### config.mk
export PLATFORM = sky130hd
export DESIGN_NAME = clock_ready_reset_generator
export DESIGN_NICKNAME = d
export VERILOG_FILES = /design/src/clock_ready_pkg.sv /design/src/clock_ready_reset_generator.sv
export SDC_FILE = /design/constraint.sdc
export NUM_CORES = 1
export LEC_CHECK = 0
export BUFFER_PORTS_ARGS = -buffer_cell sky130_fd_sc_hd__buf_2
export CAP_MARGIN = 20
export CORE_ASPECT_RATIO = 1.25
export CORE_UTILIZATION = 44
export CTS_CLUSTER_SIZE = 12
export DETAILED_ROUTE_END_ITERATION = 7
export MAX_ROUTING_LAYER = met4
export PLACE_DENSITY = 0.79
export SLEW_MARGIN = 10
export SYNTH_ARGS = -nofsm -noshare
export SYNTH_HDL_FRONTEND = slang
export SYNTH_SLANG_ARGS = --single-unit
### constraint.sdc
create_clock -name MCLK_IN -period 1.8 [get_ports MCLK_IN]
set_clock_uncertainty 0.15 [all_clocks]
set_input_delay 0.36 -clock MCLK_IN [delete_from_list [all_inputs] [get_ports MCLK_IN]]
set_output_delay 0.36 -clock MCLK_IN [all_outputs]
set_load 0.005 [all_outputs]
### src/clock_ready_pkg.sv
`timescale 1ns/10ps
// Shared constants for the clock, ready and reset generator
package clock_ready_pkg;
	// Clock rate and synchroniser depth
	localparam int unsigned MCLK_HZ          = 50_000_000;
	localparam int unsigned PIN_SYNC_STAGES  = 2;
	localparam int unsigned ASYNC_SYNC_DEPTH = 2;
	// Strap coding: low picks the crystal, high the external frequency input
	localparam logic        SRC_CRYSTAL      = 1'b0;
	// Register offsets (byte addresses)
	localparam logic [7:0]  CTRL_OFFSET      = 8'h00;
	localparam logic [7:0]  STATUS_OFFSET    = 8'h04;
	// Control register fields
	localparam int unsigned CTRL_SW_RESET    = 0;
	localparam int unsigned CTRL_HOLD_PCLK   = 1;
	localparam int unsigned CTRL_WIDTH       = 2;
	localparam logic [1:0]  CTRL_RESET_VAL   = 2'h0;
	// Status register fields
	localparam int unsigned STS_SRC_SEL      = 0;
	localparam int unsigned STS_RESET        = 1;
	localparam int unsigned STS_PCLK         = 2;
	localparam int unsigned STS_READY        = 3;
	localparam int unsigned STS_ALIGNED      = 4;
	localparam int unsigned STS_WIDTH        = 5;
	// Flop values after reset
	localparam logic        PCLK_RESET_VAL   = 1'b1;
	localparam logic        RESET_OUT_INIT   = 1'b1;
endpackage : clock_ready_pkg

// Multi-stage flop chain with a hold enable; only the last stage is read outside
module sync_chain #(
	parameter int unsigned WIDTH  = 1,
	parameter int unsigned STAGES = 2
) (
	input  wire logic             clk_in,
	input  wire logic             rst_in,
	input  wire logic             en_in,
	input  wire logic [WIDTH-1:0] rst_val_in,
	input  wire logic [WIDTH-1:0] d_in,
	output logic      [WIDTH-1:0] q_out
);
	// Stage storage, index 0 meets the raw input
	logic [WIDTH-1:0] stage_ff [STAGES];

	// Less than two stages gives no metastability margin
	initial begin
		if (STAGES < 2) begin
			$error("sync_chain needs at least two stages");
		end
	end

	// Shift the chain; reset clears every stage to zero
	always_ff @(posedge clk_in) begin
		if (rst_in) begin
			for (int i = 0; i < STAGES; i++) begin
				stage_ff[i] <= '0;
			end
		end else if (en_in) begin
			stage_ff[0] <= d_in;
			for (int i = 1; i < STAGES; i++) begin
				stage_ff[i] <= stage_ff[i-1];
			end
		end
	end

	// Idle level is folded in by xor so that reset can hold a constant zero
	assign q_out = stage_ff[STAGES-1] ^ rst_val_in;
endmodule : sync_chain

### src/clock_ready_reset_generator.sv
// Summary of operation
// - system clock runs twice processor clock rate
// - strap low picks crystal, high external input
// - crystal mode clock equals crystal frequency
// - peripheral clock is half rate, even duty
// - peripheral clock aligns after first bus cycle
// - status lines align clock and steer ready
// - async enable qualifies async ready input
// - async ready pins resolved before any use
// - sync enable selects sync ready input
// - qualified ready input ends current cycle
// - ready output only pulls low, open collector
// - reset output high from low reset request
// - ready held active while reset active
// - reset request synchronised before driving output
// - status low twice forces peripheral clock high
// - reset request sampled on clock falling edge
// - status low at falling edge floats ready
// - sync ready sampled when idle, pclk high
//
// The APB slave port and the address map were decided locally.
`timescale 1ns/10ps
module clock_ready_reset_generator #(
	parameter int unsigned ASYNC_DEPTH = clock_ready_pkg::ASYNC_SYNC_DEPTH
) (
	// Clock, clock enable and reset
	input  wire logic        MCLK_IN,
	input  wire logic        CE_IN,
	input  wire logic        SYS_RST_IN,
	// Clock source pins and strap
	input  wire logic        CLK_SOURCE_SEL_IN,
	input  wire logic        CRYSTAL_PIN_A_IN,
	output logic             CRYSTAL_PIN_B_OUT,
	input  wire logic        EXTERNAL_FREQ_IN,
	// Bus status from the processor
	input  wire logic        BUS_STATUS_LOW_N_IN,
	input  wire logic        BUS_STATUS_HIGH_N_IN,
	// Ready sources from the address decoder
	input  wire logic        ASYNC_READY_N_IN,
	input  wire logic        ASYNC_READY_ENABLE_N_IN,
	input  wire logic        SYNC_READY_N_IN,
	input  wire logic        SYNC_READY_ENABLE_N_IN,
	// Reset request pin
	input  wire logic        SYS_INIT_REQUEST_N_IN,
	// Generated clocks and reset
	output logic             SYS_CLK_OUT,
	output logic             PERIPH_CLK_OUT,
	output logic             SYS_RESET_OUT,
	// Open-collector ready: value and active-low enable
	output logic             READY_N_OUT,
	output logic             READY_OE_N_OUT,
	// APB slave
	input  wire logic        PSEL,
	input  wire logic        PENABLE,
	input  wire logic        PWRITE,
	input  wire logic [7:0]  PADDR,
	input  wire logic [31:0] PWDATA,
	output logic      [31:0] PRDATA,
	output logic             PREADY,
	output logic             PSLVERR
);
	// Deeper is fine, shallower would leave the resolve margin short
	initial begin
		if (ASYNC_DEPTH < 2) begin
			$error("ASYNC_DEPTH must be at least two");
		end
	end

	// Number of raw pins that pass the pin synchroniser
	localparam int unsigned NPIN = 10;
	// Idle levels of the pins: status and ready lines idle high, the reset request low
	localparam logic [NPIN-1:0] PIN_IDLE = 10'h3F0;

	// Raw pin bundle and its synchronised copy
	logic [NPIN-1:0] pin_raw;
	logic [NPIN-1:0] pin_q;
	// Synchronised pins by name
	wire             strap_q     = pin_q[0];
	wire             xtal_q      = pin_q[1];
	wire             efi_q       = pin_q[2];
	wire             sw_spare_q  = pin_q[3];
	wire             st_low_n_q  = pin_q[4];
	wire             st_high_n_q = pin_q[5];
	wire             async_ready_n_n_q    = pin_q[6];
	wire             async_ready_enable_n_n_q  = pin_q[7];
	wire             sync_ready_n_n_q    = pin_q[8];
	wire             sync_ready_enable_n_n_q  = pin_q[9];
	// Reset request kept apart so software can add to it
	logic            res_n_q;

	// Generated clock and event strobes
	logic            sys_clk_ff;
	logic            xtal_b_ff;
	wire             src_level;
	wire             fall_evt;
	// Peripheral clock and status history
	logic            pclk_ff;
	logic            nxt_pclk;
	logic            hist1_ff;
	logic            hist2_ff;
	logic            aligned_ff;
	wire             status_low;
	wire             force_high;
	// Reset output path
	logic            reset_ff;
	wire             reset_req;
	// Falling-edge resolver for the async ready pair
	logic [1:0]      async_res;
	wire             async_ok;
	wire             sync_ok;
	wire             sample_win;
	// Ready state: high means the output pulls low
	logic            ready_act_ff;
	logic            nxt_ready_act;
	// Software registers
	localparam int unsigned CLOCK_CTRL_W = clock_ready_pkg::CTRL_WIDTH;
	logic [CLOCK_CTRL_W-1:0] ctrl_ff;
	logic [31:0]     rdata_ff;
	logic [31:0]     status_word;
	wire             apb_setup;
	wire             apb_wr;
	wire             hit_ctrl;
	wire             hit_status;
	wire             hit_any;

	// True when either status line is active
	function automatic logic any_low(input logic a_n, input logic b_n);
		any_low = ~a_n | ~b_n;
	endfunction : any_low

	// Pins from outside the clock domain pass two flops before use
	assign pin_raw = {SYNC_READY_ENABLE_N_IN, SYNC_READY_N_IN,
		ASYNC_READY_ENABLE_N_IN, ASYNC_READY_N_IN,
		BUS_STATUS_HIGH_N_IN, BUS_STATUS_LOW_N_IN, SYS_INIT_REQUEST_N_IN,
		EXTERNAL_FREQ_IN, CRYSTAL_PIN_A_IN, CLK_SOURCE_SEL_IN};

	sync_chain #(
		.WIDTH  (NPIN),
		.STAGES (clock_ready_pkg::PIN_SYNC_STAGES)
	) pin_sync (
		.clk_in     (MCLK_IN),
		.rst_in     (SYS_RST_IN),
		.en_in      (CE_IN),
		.rst_val_in (PIN_IDLE),
		.d_in       (pin_raw ^ PIN_IDLE),
		.q_out      (pin_q)
	);

	// Slot 3 carries the reset request pin
	assign res_n_q = sw_spare_q;

	// Strap picks the source; crystal mode follows the crystal directly
	assign src_level = (strap_q == clock_ready_pkg::SRC_CRYSTAL) ? xtal_q : efi_q;
	// Falling edge of the generated clock, flagged in the cycle before it shows
	assign fall_evt  = CE_IN & sys_clk_ff & ~src_level;

	// Output clock is the chosen source, passed through at full rate
	always_ff @(posedge MCLK_IN) begin
		if (SYS_RST_IN) begin
			sys_clk_ff <= 1'b0;
			xtal_b_ff  <= 1'b1;
		end else if (CE_IN) begin
			sys_clk_ff <= src_level;
			xtal_b_ff  <= ~xtal_q;
		end
	end

	// Status lines sampled at falling edges drive all alignment
	assign status_low = any_low(st_low_n_q, st_high_n_q);
	assign force_high = hist1_ff & hist2_ff;

	// Peripheral clock halves the system clock unless status or the hold control bit forces it high
	always_comb begin
		if (force_high || ctrl_ff[clock_ready_pkg::CTRL_HOLD_PCLK]) begin
			nxt_pclk = 1'b1;
		end else begin
			nxt_pclk = ~pclk_ff;
		end
	end

	// Peripheral clock and two-deep status history
	always_ff @(posedge MCLK_IN) begin
		if (SYS_RST_IN) begin
			pclk_ff    <= clock_ready_pkg::PCLK_RESET_VAL;
			hist1_ff   <= 1'b0;
			hist2_ff   <= 1'b0;
			aligned_ff <= 1'b0;
		end else if (fall_evt) begin
			pclk_ff  <= nxt_pclk;
			hist1_ff <= status_low;
			hist2_ff <= hist1_ff;
			// Phase is trusted once a bus cycle has been seen after reset
			if (reset_ff) begin
				aligned_ff <= 1'b0;
			end else if (force_high) begin
				aligned_ff <= 1'b1;
			end
		end
	end

	// Software may add a reset request to the pin
	assign reset_req = ~res_n_q | ctrl_ff[clock_ready_pkg::CTRL_SW_RESET];

	// Reset output changes only at a falling edge, after pin resolve
	always_ff @(posedge MCLK_IN) begin
		if (SYS_RST_IN) begin
			reset_ff <= clock_ready_pkg::RESET_OUT_INIT;
		end else if (fall_evt) begin
			reset_ff <= reset_req;
		end
	end

	// Second resolver clocked on falling edges only
	always_ff @(posedge MCLK_IN) begin
		if (SYS_RST_IN) begin
			async_res <= 2'h0;
		end else if (fall_evt) begin
			async_res[0] <= ~async_ready_n_n_q & ~async_ready_enable_n_n_q;
			async_res[1] <= async_res[0];
		end
	end

	// Qualified sources; either pair alone is enough to set ready
	assign async_ok   = async_res[1];
	assign sync_ok    = ~sync_ready_n_n_q & ~sync_ready_enable_n_n_q;
	// Ready inputs are looked at only in the idle, pclk-high slot
	assign sample_win = ~status_low & pclk_ff;

	// Ready next state at each falling edge
	always_comb begin
		nxt_ready_act = ready_act_ff;
		if (reset_ff) begin
			nxt_ready_act = 1'b1;
		end else if (status_low) begin
			nxt_ready_act = 1'b0;
		end else if (sample_win) begin
			nxt_ready_act = async_ok | sync_ok;
		end
	end

	// Ready state register
	always_ff @(posedge MCLK_IN) begin
		if (SYS_RST_IN) begin
			ready_act_ff <= 1'b1;
		end else if (fall_evt) begin
			ready_act_ff <= nxt_ready_act;
		end
	end

	// APB decode; every access completes with no wait state
	assign apb_setup  = PSEL & ~PENABLE;
	assign apb_wr     = PSEL & PENABLE & PWRITE;
	assign hit_ctrl   = (PADDR == clock_ready_pkg::CTRL_OFFSET);
	assign hit_status = (PADDR == clock_ready_pkg::STATUS_OFFSET);
	assign hit_any    = hit_ctrl | hit_status;

	// Live view of the block's own state
	always_comb begin
		status_word = 32'h0000_0000;
		status_word[clock_ready_pkg::STS_SRC_SEL] = strap_q;
		status_word[clock_ready_pkg::STS_RESET]   = reset_ff;
		status_word[clock_ready_pkg::STS_PCLK]    = pclk_ff;
		status_word[clock_ready_pkg::STS_READY]   = ready_act_ff;
		status_word[clock_ready_pkg::STS_ALIGNED] = aligned_ff;
	end

	// Control write and read capture; reads are sampled in the setup cycle
	always_ff @(posedge MCLK_IN) begin
		if (SYS_RST_IN) begin
			ctrl_ff  <= clock_ready_pkg::CTRL_RESET_VAL;
			rdata_ff <= 32'h0000_0000;
		end else if (CE_IN) begin
			if (apb_wr && hit_ctrl) begin
				ctrl_ff <= PWDATA[CLOCK_CTRL_W-1:0];
			end
			if (apb_setup && hit_ctrl) begin
				rdata_ff <= {{(32-CLOCK_CTRL_W){1'b0}}, ctrl_ff};
			end else if (apb_setup && hit_status) begin
				rdata_ff <= status_word;
			end else if (apb_setup) begin
				rdata_ff <= 32'h0000_0000;
			end
		end
	end

	// Bus answers; unmapped addresses return zero and an error
	assign PRDATA  = rdata_ff;
	assign PREADY  = 1'b1;
	assign PSLVERR = PSEL & PENABLE & ~hit_any;

	// Pin outputs; ready only ever pulls low, the pull-up makes high
	assign SYS_CLK_OUT       = sys_clk_ff;
	assign CRYSTAL_PIN_B_OUT = xtal_b_ff;
	assign PERIPH_CLK_OUT    = pclk_ff;
	assign SYS_RESET_OUT     = reset_ff;
	assign READY_N_OUT       = 1'b0;
	assign READY_OE_N_OUT    = ~ready_act_ff;

	// Generated clock tracks the chosen source one cycle late
	a_clk_source_sel: assert property (@(posedge MCLK_IN) disable iff (SYS_RST_IN)
		$past(CE_IN) |-> SYS_CLK_OUT == $past(src_level))
		else $error("system clock does not follow selected source");

	// Reset output follows the sampled request at the next falling edge
	a_reset_follows_req: assert property (@(posedge MCLK_IN) disable iff (SYS_RST_IN)
		fall_evt && reset_req |=> SYS_RESET_OUT)
		else $error("reset output missed an active request");

	// Reset output moves only at a falling edge
	a_reset_edge_only: assert property (@(posedge MCLK_IN) disable iff (SYS_RST_IN)
		!fall_evt |=> $stable(SYS_RESET_OUT))
		else $error("reset output changed away from a falling edge");

	// Ready is pulled low one falling edge after reset is seen
	a_ready_in_reset: assert property (@(posedge MCLK_IN) disable iff (SYS_RST_IN)
		fall_evt && SYS_RESET_OUT |=> !READY_OE_N_OUT && !READY_N_OUT)
		else $error("ready not held active during reset");

	// Status low at a falling edge floats ready
	a_status_floats: assert property (@(posedge MCLK_IN) disable iff (SYS_RST_IN)
		fall_evt && status_low && !SYS_RESET_OUT |=> READY_OE_N_OUT)
		else $error("ready not released at bus cycle start");

	// A resolved async ready terminates the cycle whatever the sync pair says
	a_async_wins: assert property (@(posedge MCLK_IN) disable iff (SYS_RST_IN)
		fall_evt && !SYS_RESET_OUT && sample_win && async_ok |=> !READY_OE_N_OUT)
		else $error("resolved async ready ignored");

	// Sync ready pair both low in the sample slot asserts ready
	a_sync_ready: assert property (@(posedge MCLK_IN) disable iff (SYS_RST_IN)
		fall_evt && !SYS_RESET_OUT && sample_win && !sync_ready_n_n_q && !sync_ready_enable_n_n_q
		|=> !READY_OE_N_OUT)
		else $error("sync ready not taken");

	// Neither source qualified in the slot drops ready
	a_ready_drops: assert property (@(posedge MCLK_IN) disable iff (SYS_RST_IN)
		fall_evt && !SYS_RESET_OUT && sample_win && !async_ok && !sync_ok
		|=> READY_OE_N_OUT)
		else $error("ready kept with no qualified source");

	// Two low status samples force the peripheral clock high
	a_pclk_forced: assert property (@(posedge MCLK_IN) disable iff (SYS_RST_IN)
		fall_evt && force_high |=> PERIPH_CLK_OUT)
		else $error("peripheral clock not forced high");

	// Otherwise, with the hold bit clear, the peripheral clock flips at every falling edge
	a_pclk_toggles: assert property (@(posedge MCLK_IN) disable iff (SYS_RST_IN)
		fall_evt && !force_high && !ctrl_ff[clock_ready_pkg::CTRL_HOLD_PCLK]
		|=> PERIPH_CLK_OUT != $past(PERIPH_CLK_OUT))
		else $error("peripheral clock did not toggle");

	// Async pair reaches the decision two falling edges after resolve
	a_async_depth: assert property (@(posedge MCLK_IN) disable iff (SYS_RST_IN)
		fall_evt |=> async_res[1] == $past(async_res[0]))
		else $error("async resolver stage skipped");
endmodule : clock_ready_reset_generator

==> results.toml, run 1 <==
[setup_path]
path_common_cell = "buf_2"
crit_start = "PADDR[5]"
cp-start-kind = "input port"
crit_required_ps = 1290
critPathCapture = "PSLVERR"
worst_r2r_endpoint = "ready_act_ff$_SDFFE_PP1P_"
cp.arrival_ps = 1030
critical_path_class = "in2out"
crit_path_cell_trace = "buf_2 -> nor4_4 -> a21oi_1 -> buf_2"
path_buf_inv = 2
r2r_start = "pin_sync.stage_ff[0][10]$_SDFFCE_PN0P_"
crit_cells = 4
crit_family = "simple AND/OR/NAND/NOR gates"
cp-end-kind = "primary output"
max_stage_delay_ps = 320
reg2reg_slack_ps = 280
cpMaxStageDelayCell = "nor4_4"
path_max_fanout = 3
r2r_cells = 3

[clock_tree]
clk_latency_ps = 290
root_buffer = "clkbuf_8"
clock_path_buffers = 2
clk_pin_slew_ps = 70
clock-sinks = 37
ctsResizeCount = 0
numCtsBuffers = 5
cts-hold-fix-buffers = 0
post_cts_buffers = 0
h-tree-depth = 2
cts_tree = "built"

[pwr]
power.density_mw_per_mm2 = 817.4
power.leakage_nw = 0.8750
switchingPower_mw = 0.3870
intPower_mw = 1.263
p_comb_share_pct = 8.9
clkPwrFrac_pct = 33.4
pwr-share-seq_pct = 57.7
p_sw_share_pct = 23.46
max-vdd-ir-drop_mv = 0.5501
power_mw = 1.650

[global_route]
antenna_found_initial = 0
grt_max_degree = 21
grt_pass1_vias = 1061
grt_pass1_wl_um = 4464
grt.overflow.total = 0
grtUsageTotal_pct = 14.60

[yosys]
yosysSeqAreaShare_pct = 52.96
synth_edf_count = 20
ys_types = 34
synthFlopType = "edfxtp_1"
syn_avg_cell_area_sq_um = 10.64
netlist_area_sq_mm = 0.001777
ys_seq_elements = 37
ys_warn_count = 0
postSynth.asyncResetShare_pct = 0
syn_inst = 167

[floorplan]
boundaryPins = 96
rows = 25
start_util_pct = 46.56
die_height_um = 73.05
coreArea_sq_mm = 0.003816
die_area_sq_mm = 0.004298
die_w_um = 58.84

[layout]
diodes = 0
layout.nets = 266
nFillCells = 366
drive_gt1_share_pct = 27.49
syn_to_final_growth_pct = 13.59

[placed_design]
hpwl_um = 2089
place_ws_ps = 252.1
place.gp.congestion = 0.8341
io_buffers = 36

[sta]
worst_hold_slack_ps = 126.1
fmax_mhz = 649.6
rsz0062_at_grt = "false"
drv_slew = 0
period_minus_slack_ps = 1539
setup_ws_ps = 260.6
final.setup.tns_ps = 0
hold_violations = 0
setup_viol = 0
period_share_pct = 85.52

[routing]
num_vias = 1233
ant_nets = 0
drc = 0
routedWlPerCell_um = 10.68
via_per_inst = 4.653
drt_iter0_drc = 28
wirelength_um = 2831
drt_first_pass_iters = 4

[hold_path]
hold_class = "in2reg"

[outcome]
status = "finished clean"

[flow_run]
drv_cap = 0
-- synthesized netlist by cell type, types with 2 or more instances --
cell      count  area (sq um)
conb_1        2         7.510
mux2i_1       2         20.02
nand3_1       2         10.01
a21oi_1      13         65.06
mux2_2        3         33.78
o21ai_0       6         30.03
nand2_1      14         52.55
a211oi_1      3         22.52
edfxtp_1     20         600.6
inv_1         3         11.26
nor2_1        9         33.78
buf_4        29         217.7
nand4_1       6         37.54
dfxtp_1      17         340.3
clkbuf_1      2         7.510
and2_1       18         112.6
-- routing by layer --
metal  share of wire, %  GRT usage [%]  vias up
li1                   -              -      612
met1                 42          15.41      556
met2                 49          24.24       59
met3                7.0          3.723        6
met4                1.9          8.730        0
met5                  0              -        -
-- power groups by stage --
stage	Clock (mW)	Combinational (mW)	Sequential, mW
finish	0.551	0.147	0.951
global route	0.589	0.164	0.955
CTS	0.562	0.147	0.951
detailed placement	0	0.146	0.970
global placement	0	0.141	0.968
floorplan	0	0.130	0.965
-- worst min-delay path by stage --
stage | start | endpoint | slack, ps | cells past startpoint
detailed placement | PRDATA[2]$_SDFFE_PP0P_ | PRDATA[2]$_SDFFE_PP0P_ | 290 | 2
CTS | SYS_RST_IN | async_res[1]$_SDFFE_PP0P_ | 120 | 2
global route | SYS_RST_IN | async_res[1]$_SDFFE_PP0P_ | 140 | 2
global placement | PRDATA[2]$_SDFFE_PP0P_ | PRDATA[2]$_SDFFE_PP0P_ | 290 | 2
finish | SYS_RST_IN | async_res[1]$_SDFFE_PP0P_ | 130 | 2
floorplan | SYS_RST_IN | SYS_CLK_OUT$_SDFFE_PP0P_ | 280 | 1
-- cell usage in the layout (no fill, tap or decap), types with 2 or more instances in the layout --
master | netlist | final
mux2i_1 | 2 | 2
nand4_1 | 6 | 6
dfxtp_1 | 17 | 17
mux2_2 | 3 | 3
buf_2 | 1 | 36
nor2_1 | 9 | 9
and2_1 | 18 | 18
a211oi_1 | 3 | 3
o21ai_0 | 6 | 6
clkbuf_8 | 0 | 5
nand3_1 | 2 | 2
a21oi_1 | 13 | 13
buf_4 | 29 | 6
nand2_1 | 14 | 14
edfxtp_1 | 20 | 20
conb_1 | 2 | 29
clkinv_2 | 0 | 2
inv_1 | 3 | 3
-- cell type report --
class                           instances  area [sq um]  share of cell area, %
Clock inverter                          2         10.01                 0.4960
Tap cell                               54         67.56                  3.348
Clock buffer                            6         72.57                  3.596
Sequential cell                        37         940.9                  46.62
Inverter                                3         11.26                 0.5580
Timing Repair Buffer                   42         225.2                  11.16
Multi-Input combinational cell        121         690.7                  34.22
-- worst register-to-register path, cell delays in order (launching register included) --
cell and delay, ps:
edfxtp_1 450, mux2i_4 350, o311ai_1 150, a221o_1 300
-- kinds of logic (layout without fill, tap and decap cells) --
family / after synthesis / count (layout) / share of synthesized area, %
and+or+nand+nor: 59 / 59 / 19.37
buffers and inverters: 36 / 53 / 13.87
AOI/OAI and AO/OA: 27 / 27 / 9.085
muxes: 6 / 6 / 4.296
DFF: 37 / 37 / 52.96
other: 2 / 29 / 0.4227
-- state kept, by name, summed over array words and instances, names as in the netlist --
name               cells
pin_sync.stage_ff     20
PRDATA                 5
async_res              2
ctrl_ff                2
CRYSTAL_PIN_B_OUT      1
PERIPH_CLK_OUT         1
SYS_CLK_OUT            1
SYS_RESET_OUT          1
aligned_ff             1
hist1_ff               1
hist2_ff               1
ready_act_ff           1
-- per-stage QoR --
| step | util (%) | std cells | instance area (sq um) |
|---|---|---|---|
| 2_1_floorplan | - | 194 | 1878 |
| 3_3_place_gp | 50.72 | 257 | 1936 |
| 3_5_place_dp | 50.72 | 257 | 1936 |
| 4_1_cts | 52.89 | 265 | 2018 |
| 5_1_grt | 52.89 | 265 | 2018 |
| 6_report | 52.89 | 265 | 2018 |
(Power assumes the default switching activity.)
==> inputs of run 2 (changes only) <==
ABC_AREA = 1   (was unset)
CORE_UTILIZATION = 45   (was 44)
PLACE_DENSITY = 0.8   (was 0.79)
==> run 2 against run 1 <==
Against the previous run:
- cell area rose by 5.1%
- clock power rose by 30%
- core utilization rose by 2.2 points
- cell count rose by 20%
- synthesized area rose by 4.4%
- first-iteration DRC count rose by 50%
- worst hold slack improved by 55 ps
- maximum frequency fell by 0.32%
- count of clock-buffer cells in the layout fell by 1
- global-route usage rose by 0.19 points
- worst setup slack got worse by 4.9 ps
- combinational power barely moved
==> results.toml, run 2 <==
[layout]
largest_reg_flops = 20
diodes = 0
utilization_pct = 55.12
mostFrequentLayoutCells = "nor2_1 (46), nand2_1 (36), buf_2 (36)"
final_common_cell = "nor2_1"
drive_gt1_share_pct = 22.26
syn_to_final_growth_pct = 14.37
top_register = "pin_sync.stage_ff"
layout.nets = 320

[outcome]
status = "finished clean"

[sta]
drv_slew = 0
period_minus_slack_ps = 1544
setup_ws_ps = 255.7
worst_hold_slack_ps = 181.0
setup_viol = 0
fmax_mhz = 647.5
final.setup.tns_ps = 0
period_share_pct = 85.79
hold_violations = 0
rsz0062_at_grt = "false"

[yosys]
post-synth-top-count-cell = "nor2_1"
synthTopCellsByCount = "nor2_1 (46), nand2_1 (36), inv_1 (33)"
synth_edf_count = 20
synth_top_cells_by_area = "edfxtp_1 (32%), dfxtp_1 (18%), buf_4 (12%)"
synth_top_area_share_pct = 32.39
synthFlopType = "edfxtp_1"
ys_types = 22
netlist_area_sq_mm = 0.001854
ys_seq_elements = 37
postSynth.asyncResetShare_pct = 0
yosysSeqAreaShare_pct = 50.74
ys_warn_count = 0
syn_inst = 223
yosysTopAreaCell = "edfxtp_1"
syn_avg_cell_area_sq_um = 8.315

[pwr]
power.density_mw_per_mm2 = 851.9
clkPwrFrac_pct = 39.8
power.leakage_nw = 1.035
p_sw_share_pct = 22.50
pwr-share-seq_pct = 52.2
intPower_mw = 1.400
p_comb_share_pct = 8.0
power_mw = 1.807
max-vdd-ir-drop_mv = 0.6968
switchingPower_mw = 0.4064

[setup_path]
max_stage_delay_ps = 150
crit_required_ps = 1290
critical_path_class = "in2out"
r2r_start = "pin_sync.stage_ff[0][11]$_SDFFCE_PN0P_"
r2r_cells = 6
worst_r2r_endpoint = "ready_act_ff$_SDFFE_PP1P_"
cpMaxStageDelayCell = "nor2_1"
cp-end-kind = "primary output"
cp-start-kind = "input port"
cp.arrival_ps = 1030
crit_path_cell_trace = "buf_2 -> inv_1 -> nand2_1 -> nor2_1 -> nand2_1 -> nor3b_1 -> buf_2"
reg2reg_slack_ps = 470
path_max_fanout = 2

[clock_tree]
clock_path_buffers = 2
h-tree-depth = 2
cts_tree = "built"
clk_pin_slew_ps = 80
numCtsBuffers = 5
cts-hold-fix-buffers = 0
root_buffer = "clkbuf_8"
post_cts_buffers = 0
ctsResizeCount = 0
clk_latency_ps = 290
clock-sinks = 37

[global_route]
met2_usage_pct = 26.09
grt.overflow.total = 0
use_met1_pct = 14.14
grt_max_degree = 22
grt_pass1_wl_um = 4616
grt_pass1_vias = 1181
grtUsageTotal_pct = 14.78
busiest_layer = "met2"
grtUsageMet3_pct = 4.930
antenna_found_initial = 0

[floorplan]
rows = 25
start_util_pct = 48.20
boundaryPins = 96
die_area_sq_mm = 0.004383
coreArea_sq_mm = 0.003847
die_height_um = 73.77
die_w_um = 59.42

[routing]
drt_first_pass_iters = 4
drc = 0
via_per_inst = 4.125
num_vias = 1316
drt_iter0_drc = 42
routedWlPerCell_um = 8.339
ant_nets = 0
wirelength_um = 2660

[placed_design]
io_buffers = 36
place.gp.congestion = 0.8455
hpwl_um = 1974
place_ws_ps = 255.5

[hold_path]
min-delay-start = "SYNC_READY_N_IN"
hold_class = "in2reg"
hold_depth = 2
hold_end = "pin_sync.stage_ff[0][8]$_SDFFCE_PN0P_"

[flow_run]
drv_cap = 0
run 2: changes by cell type after synthesis, moves of 3 or more:
cell / before / now
nor2_1: 9 / 46
inv_1: 3 / 33
nand2_1: 14 / 36
and2_1: 18 / 0
a21oi_1: 13 / 6
nand4_1: 6 / 0
a21oi_2: 0 / 4
a211oi_1: 3 / 0
mux2_2: 3 / 0
o21ai_1: 0 / 3
run 2: final cells by class:
cell class	count	area, sq um
inverters	34	127.6
multi-input cells	146	646.9
flip-flops and latches	37	940.9
clock buffers	5	68.82
clock inverters	3	46.29
well taps	54	67.56
repair buffers	40	222.7
fillers	355	1727
run 2: logic make-up after synthesis:
family                 count (synthesis)  share of synthesized area, %
buffers and inverters                 67                         19.84
flip-flops                            37                         50.74
AND/OR/NAND/NOR                       94                         21.73
AO/OA/AOI/OAI                         23                         7.287
other                                  2                        0.4050
run 2: worst max path at each step:
stage	endpoint	from	cells after the start	slack [ps]
after floorplan	pin_sync.stage_ff[0][0]$_SDFFCE_PN0P_	SYS_RST_IN	3	240
after global placement	PSLVERR	PADDR[3]	7	270
after detailed placement	PSLVERR	PADDR[3]	7	260
after global routing	PSLVERR	PADDR[3]	7	140
after CTS	PSLVERR	PADDR[3]	7	260
final	PSLVERR	PADDR[3]	7	260
run 2: routing by layer:
metal	wire, um	share of wire, %
met2	1298	49
met1	1117	42
met5	0	0
met4	57	2.1
met3	188	7.1
run 2: power by group through the flow:
stage / clock network (mW) / logic (mW) / registers (mW)
finish: 0.719 / 0.144 / 0.944
global route: 0.761 / 0.169 / 0.948
CTS: 0.733 / 0.145 / 0.944
detailed placement: 0 / 0.144 / 0.963
global placement: 0 / 0.141 / 0.963
floorplan: 0 / 0.135 / 0.962
run 2: worst max-delay path: cells and delay by family:
kind | cells | cell delay (ps)
simple gates | 4 | 410
buf+inv | 3 | 260
run 2: through the flow:
step,area (sq um),std cells
floorplan,1956,250
global placement,2006,311
detailed placement,2006,311
CTS,2121,319
global route,2121,319
finish,2121,319
==> inputs of run 3 (changes only) <==
CELL_PAD_IN_SITES_DETAIL_PLACEMENT = 1   (was unset)
CELL_PAD_IN_SITES_GLOBAL_PLACEMENT = 2   (was unset)
CORE_MARGIN = 1.5   (was unset)
CORE_UTILIZATION = 24   (was 45)
PLACE_DENSITY = unset   (was 0.8)
PLACE_DENSITY_LB_ADDON = 0.1   (was unset)
==> run 3 against run 2 <==
Against the previous run:
- sequential power about the same
- worst setup slack worse by 21 ps
- die area grew 89%
- largest cell class unchanged
- wire length up 37%
- combinational power up 6%
==> results.toml, run 3 (same netlist as run 2, synthesis figures left out) <==
[outcome]
status = "finished clean"

[clock_tree]
clock-sinks = 37
cts-hold-fix-buffers = 0
ctsResizeCount = 0
cts_tree = "built"
root_buffer = "clkbuf_8"
clock_path_buffers = 2
numCtsBuffers = 5
clk_pin_slew_ps = 70
post_cts_buffers = 0
clk_latency_ps = 290
h-tree-depth = 2

[setup_path]
crit_family = "simple AND/OR/NAND/NOR gates"
path_buf_inv = 3
crit_path_cell_trace = "buf_2 -> inv_1 -> nand2_1 -> nor2_1 -> nand2_1 -> nor3b_1 -> buf_2"
cpMaxStageDelayCell = "nor2_1"
cp.arrival_ps = 1060
cp-end-kind = "primary output"
max_stage_delay_ps = 160
cp-start-kind = "input port"
critical_path_class = "in2out"
path_max_fanout = 2
crit_required_ps = 1290

[layout]
nFillCells = 918
top_register = "pin_sync.stage_ff"
final_common_cell = "nor2_1"
drive_gt1_share_pct = 22.56
layout.nets = 321
largest_reg_flops = 20
syn_to_final_growth_pct = 17.34
instances_no_fill = 358
utilization_pct = 29.23
mostFrequentLayoutCells = "nor2_1 (46), nand2_1 (36), buf_2 (36)"
diodes = 0
finish.instance_area_sq_mm = 0.002176

[global_route]
grt_pass1_wl_um = 6009
antenna_found_initial = 0
grtUsageTotal_pct = 9.892
grt_pass1_vias = 1323
grt_max_degree = 22
grt.overflow.total = 0

[pwr]
power.leakage_nw = 1.040
power.density_mw_per_mm2 = 841.7
max-vdd-ir-drop_mv = 0.3686

[routing]
drc = 0
drt_iter0_drc = 27
drt_first_pass_iters = 4
num_vias = 1371
wirelength_um = 3639
ant_nets = 0
routedWlPerCell_um = 10.16
via_per_inst = 3.830

[sta]
fmax_mhz = 638.9
drv_slew = 0
rsz0062_at_grt = "false"
period_share_pct = 86.96
setup_viol = 0
period_minus_slack_ps = 1565
hold_violations = 0
final.setup.tns_ps = 0

[placed_design]
dp.cells = 350
place_area_sq_mm = 0.002061
io_buffers = 36
hpwl_um = 2773
place.gp.congestion = 0.6901

[floorplan]
boundaryPins = 96
die_w_um = 81.62
start_util_pct = 24.91
coreArea_sq_mm = 0.007445
die_area_sq_mm = 0.008266
rows = 35
die_height_um = 101.3

[flow_run]
drv_cap = 0

[hold_path]
hold_class = "in2reg"
[run 3: cell types whose count changed in the layout (fill, tap and decap cells not counted)]
cell	previous run	this run
buf_4	3	4
[run 3: final cells by class]
type	instances	area [sq um]	area share, %
clock buffer	5	68.82	3.163
clock inverter	3	46.29	2.128
inverter	34	127.6	5.865
multi-input combinational	146	646.9	29.73
sequential	37	940.9	43.24
tap	92	115.1	5.290
timing repair buffer	41	230.2	10.58
[run 3: path summary, 6_finish.rpt]
kind                                          start  depth (start not counted)                              to  slack [ps]
max                                        PADDR[3]                          7                         PSLVERR         230
min                                       PWDATA[1]                          3         ctrl_ff[1]$_SDFFE_PP0P_         180
max reg2reg  pin_sync.stage_ff[0][11]$_SDFFCE_PN0P_                          6       ready_act_ff$_SDFFE_PP1P_         310
min reg2reg  pin_sync.stage_ff[0][11]$_SDFFCE_PN0P_                          1  CRYSTAL_PIN_B_OUT$_SDFFE_PP1P_         320
[run 3: power by group]
| group | internal (mW) | switching, mW | leakage, nW |
|---|---|---|---|
| sequential | 0.931 | 0.0142 | 0.357 |
| combinational | 0.0566 | 0.0949 | 0.628 |
| clock | 0.415 | 0.320 | 0.0543 |
| total | 1.40 | 0.429 | 1.04 |
[run 3: per-layer routing]
layer	GRT usage, %	wire length (um)	share of wire (%)
met3	2.973	230	6.3
met5	-	0	0
met1	11.68	1617	44
met2	15.64	1743	48
met4	3.911	48	1.3
[run 3: worst min-delay path: stages]
cell and delay (ps):
buf_2 90, o21ai_1 60, nor2_1 70
[run 3: metrics by stage]
step / power, mW / worst slack, ps / hold slack [ps]
finish: 1.831 / 234.7 / 177.5
global route: 1.934 / 139.6 / 164.5
CTS: 1.873 / 214.4 / 163.6
detailed placement: 1.119 / 213.3 / 310.4
global placement: 1.116 / 238.4 / 305.7
floorplan: 1.097 / 242.9 / 275.0
